`src/cse_pkg.sv`:
```
package cse_pkg;
    localparam logic [7:0] CSE_OFS_THPD   = 8'h43;
    localparam logic [7:0] CSE_OFS_RATIO  = 8'h44;
    localparam logic [7:0] CSE_OFS_SELTMR = 8'h45;
    localparam logic [7:0] CSE_OFS_RESP   = 8'h46;
    localparam int         CSE_PD_LSB     = 4;
    localparam int         CSE_TH_LSB     = 0;
    localparam int         CSE_RATIO_LSB  = 0;
    localparam int         CSE_MODE_BIT   = 6;
    localparam int         CSE_TD_LSB     = 3;
    localparam int         CSE_SEL_LSB    = 0;
    localparam int         CSE_MAG_LSB    = 4;
    localparam int         CSE_RESP_LSB   = 0;
    localparam logic [3:0] CSE_RST_NIB    = 4'h0;
    localparam logic [2:0] CSE_RST_TRI    = 3'h0;
    localparam logic [1:0] CSE_RST_PD     = 2'h0;
    localparam int         CSE_CLK_HZ     = 40_000_000;
    localparam int         CSE_MS_TIME_US = 1000;
    localparam int         CSE_MS_CYCLES  = CSE_CLK_HZ / 1_000_000
                                            * CSE_MS_TIME_US;
    localparam logic [2:0] CSE_SEL_VRDY   = 3'h0;
    localparam logic [2:0] CSE_SEL_DP     = 3'h1;
    localparam logic [2:0] CSE_SEL_WIN    = 3'h2;
    localparam logic [2:0] CSE_SEL_DM     = 3'h3;
    localparam logic [2:0] CSE_SEL_DP2    = 3'h6;
    localparam logic [2:0] CSE_SEL_VPRS   = 3'h7;

    typedef enum logic [2:0] {
        CSE_IDLE    = 3'b000,
        CSE_DELAY   = 3'b001,
        CSE_HOLD    = 3'b010,
        CSE_APPLIED = 3'b011,
        CSE_DONE    = 3'b100
    } cse_state_t;

    function automatic logic [6:0] cse_td_ms(input logic [2:0] c);
        case (c)
            3'h0: cse_td_ms = 7'd0;
            3'h1: cse_td_ms = 7'd1;
            3'h2: cse_td_ms = 7'd5;
            3'h3: cse_td_ms = 7'd10;
            3'h4: cse_td_ms = 7'd20;
            3'h5: cse_td_ms = 7'd40;
            3'h6: cse_td_ms = 7'd80;
            default: cse_td_ms = 7'd100;
        endcase
    endfunction

    function automatic logic cse_resp_bad(input logic [3:0] c);
        cse_resp_bad = (c == 4'h5) || (c == 4'h8) || (c == 4'hb);
    endfunction

    function automatic logic cse_is_vbus(input logic [2:0] s);
        cse_is_vbus = (s == CSE_SEL_VRDY) || (s == CSE_SEL_VPRS);
    endfunction
endpackage

```
`src/cse_decode.sv`:
```
module cse_decode
    import cse_pkg::*;
(
    input  wire logic [3:0]  th_code,
    input  wire logic [1:0]  pd_code,
    input  wire logic [2:0]  ratio_code,
    input  wire logic [3:0]  resp_code,
    input  wire logic [3:0]  mag_code,
    output logic      [11:0] th_mv,
    output logic      [7:0]  pd_ua,
    output logic      [6:0]  ratio_pct,
    output logic      [11:0] mag_val
);
    logic [11:0] volt_mv;
    logic [11:0] res_100r;
    logic [11:0] div_k;

    // Voltage steps shared by threshold and voltage magnitude
    function automatic logic [11:0] volt(input logic [3:0] c);
        case (c)
            4'h0: volt = 12'd0;
            4'h5: volt = 12'd500;
            4'h6: volt = 12'd600;
            4'h7: volt = 12'd700;
            4'h8: volt = 12'd800;
            4'h9: volt = 12'd900;
            4'ha: volt = 12'd1400;
            4'hb: volt = 12'd1600;
            4'hc: volt = 12'd1800;
            4'hd: volt = 12'd2000;
            4'he: volt = 12'd2200;
            4'hf: volt = 12'd0;
            default: volt = 12'd400;
        endcase
    endfunction

    assign th_mv = (th_code == 4'h3) ? 12'd300 :
                   (th_code == 4'h0) ? 12'd400 : volt(th_code);
    assign pd_ua = (pd_code == 2'h0) ? 8'd10 :
                   (pd_code == 2'h1) ? 8'd50 :
                   (pd_code == 2'h2) ? 8'd100 : 8'd150;
    assign ratio_pct = (ratio_code == 3'h0) ? 7'd25 :
                       (ratio_code == 3'h1) ? 7'd33 :
                       (ratio_code == 3'h2) ? 7'd40 :
                       (ratio_code == 3'h3) ? 7'd50 :
                       (ratio_code == 3'h4) ? 7'd54 :
                       (ratio_code == 3'h5) ? 7'd60 : 7'd66;
    assign volt_mv = volt(mag_code);

    always_comb begin
        case (mag_code)
            4'h0: res_100r = 12'd18;
            4'h1: res_100r = 12'd100;
            4'h2: res_100r = 12'd150;
            4'h3: res_100r = 12'd200;
            4'h4: res_100r = 12'd250;
            4'h5: res_100r = 12'd300;
            4'h6: res_100r = 12'd400;
            4'h7: res_100r = 12'd430;
            4'h8: res_100r = 12'd500;
            4'h9: res_100r = 12'd600;
            4'ha: res_100r = 12'd750;
            4'hb: res_100r = 12'd800;
            4'hc: res_100r = 12'd1000;
            4'hd: res_100r = 12'd1200;
            default: res_100r = 12'd1500;
        endcase
    end

    always_comb begin
        case (mag_code[1:0])
            2'h0: div_k = 12'd93;
            2'h1: div_k = 12'd100;
            2'h2: div_k = 12'd125;
            default: div_k = 12'd150;
        endcase
        if (mag_code[2] || (mag_code[3:2] == 2'h3)) begin
            div_k = 12'd200;
        end
    end

    assign mag_val = (resp_code <= 4'h3) ? volt_mv :
                     ((resp_code == 4'h6) || (resp_code == 4'h9) ||
                      (resp_code == 4'hc)) ? div_k : res_100r;
endmodule

```
`src/cse_timer.sv`:
```
module cse_timer
    import cse_pkg::*;
#(
    parameter int MS_CYCLES = CSE_MS_CYCLES
) (
    input  wire logic       clk,
    input  wire logic       rst,
    input  wire logic       start,
    input  wire logic [6:0] dur_ms,
    output logic            expired
);
    logic [31:0] pre_r;
    logic [6:0]  ms_r;
    logic        run_r;
    logic        tick;

    // One-cycle millisecond enable from the divider
    assign tick = run_r && (pre_r == 32'(MS_CYCLES - 1));
    assign expired = run_r && (ms_r == 7'd0);

    always_ff @(posedge clk) begin
        if (rst) begin
            pre_r <= 32'h0;
            ms_r  <= 7'h0;
            run_r <= 1'b0;
        end else if (start) begin
            pre_r <= 32'h0;
            ms_r  <= dur_ms;
            run_r <= 1'b1;
        end else if (expired) begin
            run_r <= 1'b0;
        end else if (run_r) begin
            pre_r <= tick ? 32'h0 : pre_r + 32'h1;
            if (tick) begin
                ms_r <= ms_r - 7'd1;
            end
        end
    end
endmodule

```
`src/cse_charger_emul_cfg.sv`:
```
// The address-and-strobe port was chosen for this implementation.
module cse_charger_emul_cfg
    import cse_pkg::*;
#(
    parameter int MS_CYCLES = CSE_MS_CYCLES
) (
    input  wire logic        clk,
    input  wire logic        rst,
    input  wire logic [7:0]  addr,
    input  wire logic [7:0]  wdata,
    input  wire logic        wr,
    input  wire logic        rd,
    output logic      [7:0]  rdata,
    input  wire logic        profile_legacy,
    input  wire logic        profile_std,
    input  wire logic        run,
    input  wire logic        vbus_ready_in,
    input  wire logic        vbus_present_in,
    input  wire logic        dp_above_th_in,
    input  wire logic        dm_above_th_in,
    input  wire logic        dp_above_floor_in,
    output logic      [11:0] first_threshold_mv,
    output logic             cmp_th_enable,
    output logic      [7:0]  pulldown_ua,
    output logic             pulldown_en,
    output logic      [6:0]  ratio_pct,
    output logic             resp_active,
    output logic      [3:0]  resp_code,
    output logic      [11:0] resp_mag,
    output logic             resp_dp,
    output logic             resp_dm,
    output logic             reset_pd_keep,
    output logic             next_stim_ok
);
    logic [1:0]  first_pulldown_current_sel_r;
    logic [3:0]  first_threshold_sel_r;
    logic [2:0]  first_divider_ratio_r;
    logic        second_timer_mode_r;
    logic [2:0]  second_timer_duration_r;
    logic [2:0]  second_stimulus_select_r;
    logic [3:0]  second_response_magnitude_r;
    logic [3:0]  second_response_code_r;

    logic [4:0]  sync1_r;
    logic [4:0]  sync2_r;
    logic        vrdy;
    logic        vprs;
    logic        dp_hi;
    logic        dm_hi;
    logic        dp_floor;

    cse_state_t  state_r;
    cse_state_t  state_nxt;
    logic        timer_start;
    logic        timer_exp;
    logic        apply;
    logic        remove;
    logic        hit;

    logic        wr_thpd;
    logic        wr_ratio;
    logic        wr_seltmr;
    logic        wr_resp;
    logic [7:0]  rd_mux;
    logic [11:0] th_mv;
    logic [7:0]  pd_ua;
    logic [6:0]  ratio_val;
    logic [11:0] mag_val;
    logic        resp_is_volt;

    logic [7:0]  rdata_r;
    logic [11:0] th_mv_r;
    logic        cmp_en_r;
    logic [7:0]  pd_ua_r;
    logic        pd_en_r;
    logic [6:0]  ratio_r;
    logic        active_r;
    logic [3:0]  code_r;
    logic [11:0] mag_r;
    logic        dp_r;
    logic        dm_r;
    logic        pd_keep_r;
    logic        next_ok_r;

    // Comparator and bus-voltage flags arrive from the analog side
    always_ff @(posedge clk) begin
        if (rst) begin
            sync1_r <= 5'h0;
            sync2_r <= 5'h0;
        end else begin
            sync1_r <= {vbus_ready_in, vbus_present_in, dp_above_th_in,
                        dm_above_th_in, dp_above_floor_in};
            sync2_r <= sync1_r;
        end
    end

    assign vrdy     = sync2_r[4];
    assign vprs     = sync2_r[3];
    assign dp_hi    = sync2_r[2];
    assign dm_hi    = sync2_r[1];
    assign dp_floor = sync2_r[0];

    // Register access decode
    assign wr_thpd   = wr && (addr == CSE_OFS_THPD) &&
                       !profile_legacy;
    assign wr_ratio  = wr && (addr == CSE_OFS_RATIO) &&
                       !profile_std;
    assign wr_seltmr = wr && (addr == CSE_OFS_SELTMR);
    assign wr_resp   = wr && (addr == CSE_OFS_RESP);

    assign rd_mux =
        (addr == CSE_OFS_THPD) ?
            {2'h0, first_pulldown_current_sel_r, first_threshold_sel_r} :
        (addr == CSE_OFS_RATIO) ?
            {5'h0, first_divider_ratio_r} :
        (addr == CSE_OFS_SELTMR) ?
            {1'b0, second_timer_mode_r, second_timer_duration_r,
             second_stimulus_select_r} :
        (addr == CSE_OFS_RESP) ?
            {second_response_magnitude_r, second_response_code_r} :
        8'h00;

    // Each field is checked alone, so a bad code in one field
    // does not block a good code in the other
    always_ff @(posedge clk) begin
        if (rst) begin
            first_pulldown_current_sel_r <= CSE_RST_PD;
            first_threshold_sel_r        <= CSE_RST_NIB;
            first_divider_ratio_r        <= CSE_RST_TRI;
            second_timer_mode_r          <= 1'b0;
            second_timer_duration_r      <= CSE_RST_TRI;
            second_stimulus_select_r     <= CSE_RST_TRI;
            second_response_magnitude_r  <= CSE_RST_NIB;
            second_response_code_r       <= CSE_RST_NIB;
        end else begin
            if (wr_thpd) begin
                first_pulldown_current_sel_r <=
                    wdata[CSE_PD_LSB +: 2];
                if (wdata[CSE_TH_LSB +: 4] != 4'hf) begin
                    first_threshold_sel_r <=
                        wdata[CSE_TH_LSB +: 4];
                end
            end
            if (wr_ratio && (wdata[CSE_RATIO_LSB +: 3] != 3'h7)) begin
                first_divider_ratio_r <=
                    wdata[CSE_RATIO_LSB +: 3];
            end
            if (wr_seltmr) begin
                second_timer_mode_r     <= wdata[CSE_MODE_BIT];
                second_timer_duration_r <= wdata[CSE_TD_LSB +: 3];
                if (wdata[CSE_SEL_LSB + 2 -: 2] != 2'h2) begin
                    second_stimulus_select_r <=
                        wdata[CSE_SEL_LSB +: 3];
                end
            end
            if (wr_resp) begin
                if (wdata[CSE_MAG_LSB +: 4] != 4'hf) begin
                    second_response_magnitude_r <=
                        wdata[CSE_MAG_LSB +: 4];
                end
                if (!cse_resp_bad(wdata[CSE_RESP_LSB +: 4])) begin
                    second_response_code_r <=
                        wdata[CSE_RESP_LSB +: 4];
                end
            end
        end
    end

    cse_decode u_decode (
        .th_code    (first_threshold_sel_r),
        .pd_code    (first_pulldown_current_sel_r),
        .ratio_code (first_divider_ratio_r),
        .resp_code  (second_response_code_r),
        .mag_code   (second_response_magnitude_r),
        .th_mv      (th_mv),
        .pd_ua      (pd_ua),
        .ratio_pct  (ratio_val),
        .mag_val    (mag_val)
    );

    // Stimulus detection for the second stimulus
    assign hit =
        (second_stimulus_select_r == CSE_SEL_VRDY) ? vrdy :
        (second_stimulus_select_r == CSE_SEL_VPRS) ? vprs :
        (second_stimulus_select_r == CSE_SEL_DP)   ? dp_hi :
        (second_stimulus_select_r == CSE_SEL_DP2)  ? dp_hi :
        (second_stimulus_select_r == CSE_SEL_DM)   ? dm_hi :
        (second_stimulus_select_r == CSE_SEL_WIN)  ?
            (!dp_hi && dp_floor) : 1'b0;

    // Follows the applied response, so later field writes cannot
    // switch the pull-down current on or off behind it
    assign resp_is_volt = (code_r != 4'h0) && (code_r <= 4'h3);

    always_comb begin
        state_nxt   = state_r;
        timer_start = 1'b0;
        apply       = 1'b0;
        remove      = 1'b0;
        case (state_r)
            CSE_IDLE: begin
                if (run && hit) begin
                    timer_start = 1'b1;
                    if (second_timer_mode_r) begin
                        apply     = 1'b1;
                        state_nxt = CSE_HOLD;
                    end else begin
                        state_nxt = CSE_DELAY;
                    end
                end
            end
            CSE_DELAY: begin
                if (timer_exp) begin
                    apply     = 1'b1;
                    state_nxt = CSE_APPLIED;
                end
            end
            CSE_HOLD: begin
                if (timer_exp) begin
                    if (!hit) begin
                        remove    = 1'b1;
                        state_nxt = CSE_DONE;
                    end else begin
                        state_nxt = CSE_APPLIED;
                    end
                end
            end
            CSE_APPLIED: begin
                if (!hit) begin
                    remove    = second_timer_mode_r;
                    state_nxt = CSE_DONE;
                end
            end
            default: begin
                state_nxt = CSE_DONE;
            end
        endcase
        if (!run) begin
            state_nxt = CSE_IDLE;
        end
    end

    cse_timer #(
        .MS_CYCLES (MS_CYCLES)
    ) u_timer (
        .clk     (clk),
        .rst     (rst),
        .start   (timer_start),
        .dur_ms  (cse_td_ms(second_timer_duration_r)),
        .expired (timer_exp)
    );

    always_ff @(posedge clk) begin
        if (rst) begin
            state_r <= CSE_IDLE;
        end else begin
            state_r <= state_nxt;
        end
    end

    // Response drive; leaving the run drops everything back
    always_ff @(posedge clk) begin
        if (rst || !run) begin
            active_r  <= 1'b0;
            code_r    <= 4'h0;
            mag_r     <= 12'h0;
            dp_r      <= 1'b0;
            dm_r      <= 1'b0;
            pd_keep_r <= 1'b1;
            next_ok_r <= 1'b0;
        end else begin
            if (apply) begin
                code_r   <= second_response_code_r;
                mag_r    <= mag_val;
                active_r <= (second_response_code_r != 4'h0) &&
                            (second_response_code_r[3:1] != 3'h7);
                dp_r <= (second_response_code_r == 4'h1) ||
                        (second_response_code_r == 4'h3) ||
                        (second_response_code_r == 4'h4) ||
                        (second_response_code_r == 4'h6) ||
                        (second_response_code_r == 4'ha) ||
                        (second_response_code_r == 4'hc) ||
                        (second_response_code_r == 4'hd);
                dm_r <= (second_response_code_r == 4'h2) ||
                        (second_response_code_r == 4'h3) ||
                        (second_response_code_r == 4'h7) ||
                        (second_response_code_r == 4'h9) ||
                        (second_response_code_r == 4'ha) ||
                        (second_response_code_r == 4'hc) ||
                        (second_response_code_r == 4'hd);
                if (second_response_code_r[3:1] == 3'h7) begin
                    if (second_stimulus_select_r == CSE_SEL_VPRS) begin
                        pd_keep_r <= 1'b0;
                    end
                end else if (second_response_code_r != 4'h0) begin
                    pd_keep_r <= 1'b0;
                end
            end else if (remove) begin
                active_r <= 1'b0;
                dp_r     <= 1'b0;
                dm_r     <= 1'b0;
            end
            // Bus-voltage stimuli never wait for their own removal
            if ((state_r == CSE_IDLE) && run && hit &&
                cse_is_vbus(second_stimulus_select_r)) begin
                next_ok_r <= 1'b1;
            end else if (state_nxt == CSE_DONE) begin
                next_ok_r <= 1'b1;
            end
        end
    end

    // Profile-gated views of the first stimulus settings, plus read data and enables
    always_ff @(posedge clk) begin
        if (rst) begin
            rdata_r  <= 8'h00;
            th_mv_r  <= 12'h0;
            cmp_en_r <= 1'b0;
            pd_ua_r  <= 8'h0;
            pd_en_r  <= 1'b0;
            ratio_r  <= 7'h0;
        end else begin
            rdata_r  <= rd ? rd_mux : 8'h00;
            th_mv_r  <= profile_legacy ? 12'h0 : th_mv;
            cmp_en_r <= !cse_is_vbus(second_stimulus_select_r);
            pd_ua_r  <= profile_legacy ? 8'h0 : pd_ua;
            pd_en_r  <= run && !profile_legacy && active_r &&
                        resp_is_volt && (mag_r == 12'h0);
            ratio_r  <= profile_std ? 7'h0 : ratio_val;
        end
    end

    assign rdata              = rdata_r;
    assign first_threshold_mv = th_mv_r;
    assign cmp_th_enable      = cmp_en_r;
    assign pulldown_ua        = pd_ua_r;
    assign pulldown_en        = pd_en_r;
    assign ratio_pct          = ratio_r;
    assign resp_active        = active_r;
    assign resp_code          = code_r;
    assign resp_mag           = mag_r;
    assign resp_dp            = dp_r;
    assign resp_dm            = dm_r;
    assign reset_pd_keep      = pd_keep_r;
    assign next_stim_ok       = next_ok_r;
endmodule

```
`config.mk`:
```
export PLATFORM = sky130hd
export DESIGN_NAME = cse_charger_emul_cfg
export DESIGN_NICKNAME = d
export VERILOG_FILES = /design/src/cse_pkg.sv /design/src/cse_decode.sv /design/src/cse_timer.sv /design/src/cse_charger_emul_cfg.sv
export SDC_FILE = /design/constraint.sdc
export NUM_CORES = 1
export LEC_CHECK = 0
export ABC_CLOCK_PERIOD_IN_PS = 3900
export BUFFER_PORTS_ARGS = -buffer_cell sky130_fd_sc_hd__buf_2
export CORE_MARGIN = 2
export CORE_UTILIZATION = 58
export DETAILED_ROUTE_END_ITERATION = 7
export GPL_TIMING_DRIVEN = 0
export PLACE_DENSITY = 0.79
export SLEW_MARGIN = 25
export SYNTH_ARGS = -nofsm -noshare
export SYNTH_HDL_FRONTEND = slang
export SYNTH_SLANG_ARGS = --single-unit
```
`constraint.sdc`:
```
create_clock -name clk -period 3.9 [get_ports clk]
set_input_delay 0.585 -clock clk [delete_from_list [all_inputs] [get_ports clk]]
set_output_delay 0.585 -clock clk [all_outputs]
set_load 0.1 [all_outputs]
```
; Yosys cells after proc, flatten, opt, wreduce, memory -nomap -nowiden
; Memory sizes are Yosys's and may differ from the RTL's. A register that Yosys moved wholly into a read port is not among the register bits.
; Index checks and enable logic that the tools add are counted.
[word_totals]
memories = 3
mem_bits_ro = 480
regBits = 135
in_bits = 28
elab_cells = 248
output_inout_bits = 58
[classes]
add_sub_neg = 2
eq_ne = 52
n_bitwise = 4
muxes = 66
n_lt_le_gt_ge = 2
n_reduce_logical = 82
[memory_table]
columns = name, depth, width, read_ports, rd_ports_with_merged_regs, wr, line
row1 = (no name shown), 16, 10, 1, 1, 0, cse_decode.sv:51  ; case (mag_code)
row2 = (no name shown), 16, 10, 1, 1, 0, cse_decode.sv:20  ; case (c)
row3 = (no name shown), 16, 10, 1, 1, 0, cse_decode.sv:20
[ops]
columns = cell, count
row1 = 7-bit two-way mux, 7
row2 = 7-bit case mux with 7 select lines, 1
row3 = 6-bit two-way mux, 7
row4 = "32-bit by 1-bit adder with 32-bit output, second input constant", 1
row5 = "32-bit by 16-bit equality test with 1-bit output, second input constant", 1
row6 = "8-bit by 7-bit equality test with 1-bit output, second input constant", 4
row7 = 32-bit two-way mux, 1
row8 = 4-bit two-way mux, 7
row9 = "3-bit equality test, second input constant", 9
row10 = 1-bit two-way mux, 25
row11 = "3-bit by 2-bit equality test with 1-bit output, second input constant", 8
row12 = "4-bit equality test, second input constant", 6
row13 = 12-bit two-way mux, 2
row14 = 8-bit case mux with 3 select lines, 1
row15 = 1-bit logical AND, 20
row16 = 1-bit logical OR, 19
row17 = 3-bit two-way mux, 6
row18 = 9-bit two-way mux, 2
row19 = "4-bit by 3-bit equality test with 1-bit output, second input constant", 4
row20 = 8-bit two-way mux, 2
row21 = "3-bit by 1-bit equality test with 1-bit output, second input constant", 4
row22 = "4-bit by 2-bit equality test with 1-bit output, second input constant", 3
row23 = 12-bit zero test, 1
row24 = 3-bit zero test, 4
row25 = other kinds (28), 63

; Depth between registers and ports, before layout
[logic_depth]
ltp_word = 15
mapped_depth = 10
mapped_depth_nobuf = 9

; Cells and area by module
; From an unflattened synthesis, not the netlist that was laid out.
[unflattened]
cells_unflattened = 841
area_unflattened_um2 = 7100.6
[modules_own_cells]
columns = module, n_inst, area_each_um2, seq_area_each_um2, cells_per_inst
row1 = cse_charger_emul_cfg, 1, 3737.3, 1901.8, 409
row2 = cse_timer, 1, 2105.8, 800.8, 249
row3 = cse_decode, 1, 1257.5, 0.0, 183

; Worst setup path before layout
; OpenSTA, ideal clock, no wires.
[synth_path]
kind = input to register
from = input addr[1]
to = register u_decode.res_100r[1] (netlist name)
setup_ps = 79
arrival_time_ps = 2875
stages = 9
n_path_buf = 1
t_required_ps = 3821
slack_ps = 946
path_cell_list = buf_4 > nor2b_4 > nand3_4 > a41oi_4 > mux2i_1 > inv_1 > ha_1 > or3_1 > o211ai_1
[synth_between]
elab_chain_len = 5
[synth_lines]
columns = element, line
row1 = "start, declared", cse_charger_emul_cfg.sv:9  ; input wire logic [7:0] addr,
row2 = 8-bit by 7-bit equality test with 1-bit output, cse_charger_emul_cfg.sv:109  ; assign wr_resp = wr && (addr == CSE_OFS_RESP);
row3 = 1-bit logical AND, cse_charger_emul_cfg.sv:109
row4 = 2-bit AND reduction (no source line), n/a
row5 = 4-bit two-way mux (no source line) (2 in a row), n/a
; Every way passes these cells.
; A chain may end at the register's enable or synchronous reset.

; Final worst setup path
[layout_path]
from = input addr[4]
to = register u_decode.res_100r[1] (netlist name)
[layout_between]
elab_chain_len = 5
[layout_lines]
columns = element, line
row1 = 8-bit by 7-bit equality test with 1-bit output, cse_charger_emul_cfg.sv:109
row2 = 1-bit logical AND, cse_charger_emul_cfg.sv:109
row3 = 2-bit AND reduction (no source line), n/a
row4 = 4-bit two-way mux (no source line) (2 in a row), n/a
; Every way passes these cells.

==> metrics.csv <==
metric,value,unit
critPathMaxStageDelay,660,ps
ant_nets,0,
rsz0062_at_grt,no,
hold_path_class,in -> reg,
whs_path_depth,2,
ios,86,
ys_seq_area_share,43.2,%
grt.overflow.total,0,
drv_cap,0,
wl_per_cell,15.5,µm
vias,6436,
hpwl,12800,µm
maxSlewHeadroom,37.9,%
setup-violations-final,0,
die-width,118,µm
drv_slew,0,
place_congestion,0.930,
dominantRegCellSynth,dfxtp_1,
numClockSinks,162,
status,"finished, final reports clean",
layout_commonest_cell,dfxtp_1,
skew,5.67,ps
r2r-start,second_response_magnitude_r[0],
path_cells,"buf_2, nor3b_4, nand3_4, a41oi_4, mux2i_1, inv_1, ha_1, or3_1, o211ai_1",
track_usage,25.8,%
initial_core_util,59.4,%
synth_cell_types,81,
tightest_slew,923,ps
cts-root-buf,clkbuf_16,
holdCritStartpoint,vbus_present_in,
synth_area,7500,µm²
core,12600,µm²
clock_latency,430,ps
cts_hold_buf,0,
ir_drop,0.306,mV
start_kind,input port,
post_cts.repair.setup_buffers,0,
crit_required,4240,ps
drt_iter0_markers,447,
criticalPathCategory,in -> reg,
ff2ff_setup_slack,1500,ps
finalCriticalPeriod,3240,ps
syn_to_final_growth,16.2,%
drive_gt1_share,15.8,%
critPathCaptureType,flip-flop,
clock_path_buffers,2,
fp-row-count,41,
dp_slack,234,ps
antenna_found_initial,0,
power.leakage,3.51,nW
drcViolationCount,0,
tns,0,ps
r2r-end,u_decode.res_100r[1],
final_hold_viol_count,0,
cp_slowest_cell,mux2i_1,
hold_end,sync1_r[3],
cp_max_fo,9,
grt_pass1_vias,6075,
synth_cells,859,
syn_avg_cell_area,8.73,µm²
nNetsFinal,1012,
viasPerCell,5.63,
antenna_cells,0,
setup_ws,660,ps
die_area,13900,µm²
cts_resized,0,
ys_ff_latch,162,
grt_pass1_wl,29000,µm
die_h,118,µm
grt_max_degree,17,
cp_top_family,simple AND/OR/NAND/NOR gates,
final.period_utilization,83.1,%
max_freq,309,MHz
synthArstFlopShare,0,%
cp_num_buf_inv,2,
portBuffers,80,
htreeDepth,4,
synth_edf_count,0,
r2r_cells,6,
cts_buffers,17,
mostFrequentLayoutCells,"dfxtp_1 (162), nor2_1 (116), buf_2 (92)",
routed_wl,17800,µm
powerDensity,404,nW/µm²
clkTransAtPathRegs,60,ps
cts_tree,built,
cp.arrival,3580,ps
firstDrtPassIters,6,
yosysWarnings,0,
[flip-flops by register name, summed over array words and instances (netlist names), 4 cells and up, named ones only]
name,count
u_timer.pre_r,32
resp_mag,12
first_threshold_mv,10
u_decode.res_100r,10
u_decode.volt_mv,10
rdata,8
pulldown_ua,7
ratio_pct,7
u_timer.ms_r,7
sync1_r,5
sync2_r,5
first_threshold_sel_r,4
resp_code,4
second_response_code_r,4
second_response_magnitude_r,4
[cells in the mapped netlist (all sizes together), types with 12 or more instances]
cell / n / area, µm²
inv: 32 / 120
mux2i: 36 / 360
o211ai: 12 / 90.1
nor4: 14 / 115
nor3: 32 / 165
o21ai: 27 / 150
or3: 12 / 75.1
nand4: 14 / 87.6
xor2: 19 / 166
nand2: 65 / 244
a21oi: 59 / 295
nor2b: 17 / 114
clkbuf: 24 / 90.1
nor2: 116 / 435
dfxtp: 162 / 3240
buf: 26 / 154
ha: 24 / 300
nand3: 30 / 163
xnor2: 19 / 166
and3: 13 / 81.3
[worst reg2reg max path, stage by stage, from the launching register on]
cell	delay [ps]
dfxtp_1	440
nand2_1	100
mux2i_1	550
inv_1	250
ha_1	450
or3_1	400
o211ai_1	120
[power by group]
part / internal (mW) / switching, mW
clock: 1.00 / 0.689
combinational: 0.0400 / 0.121
sequential: 1.67 / 0.00495
[cells by family (layout without fill, tap and decap cells)]
family / after synthesis / in the layout / synth area share, %
AOI/OAI and AO/OA: 159 / 159 / 14.4
buffers and inverters: 85 / 196 / 5.02
muxes: 37 / 37 / 4.95
DFF: 162 / 162 / 43.2
adders and majority gates: 24 / 24 / 4.00
xor gates and xnor gates: 38 / 38 / 4.44
other: 1 / 3 / 0.0500
and+or+nand+nor: 353 / 353 / 23.9
[final cells by class]
class / count / area, µm²
clock buffers: 18 / 429
plain buffers: 50 / 244
clock inverters: 13 / 163
multi-input cells: 614 / 3890
inverters: 35 / 133
fillers: 1050 / 3900
well taps: 172 / 215
repair buffers: 80 / 400
flip-flops and latches: 162 / 3240
[worst max-delay path by stage]
stage	from	slack, ps	end	depth (start not counted)
4_1_cts	addr[4]	680	u_decode.res_100r[1]	9
3_5_place_dp	addr[4]	230	u_decode.res_100r[1]	9
6_report	addr[4]	660	u_decode.res_100r[1]	9
3_3_place_gp	addr[4]	250	u_decode.res_100r[1]	9
2_1_floorplan	addr[1]	950	u_decode.res_100r[1]	9
5_1_grt	addr[4]	440	u_decode.res_100r[1]	9
[through the flow]
stage	cells	utilization (%)	hold slack, ps	power [mW]	instance area, µm²
2_1_floorplan	861	-	406	1.82	7510
3_3_place_gp	1113	64.4	411	1.87	8120
3_5_place_dp	1113	64.4	418	1.87	8120
4_1_cts	1144	69.1	356	3.53	8720
5_1_grt	1144	69.1	373	3.61	8720
6_report	1144	69.1	373	3.52	8720
[layer usage]
layer	track usage [%]	share of wire, %
met5	0	0
met4	8.73	1.3
met3	4.84	4.5
met2	44.0	49
met1	32.7	45
Note: power is estimated with default switching activity, not from simulation.
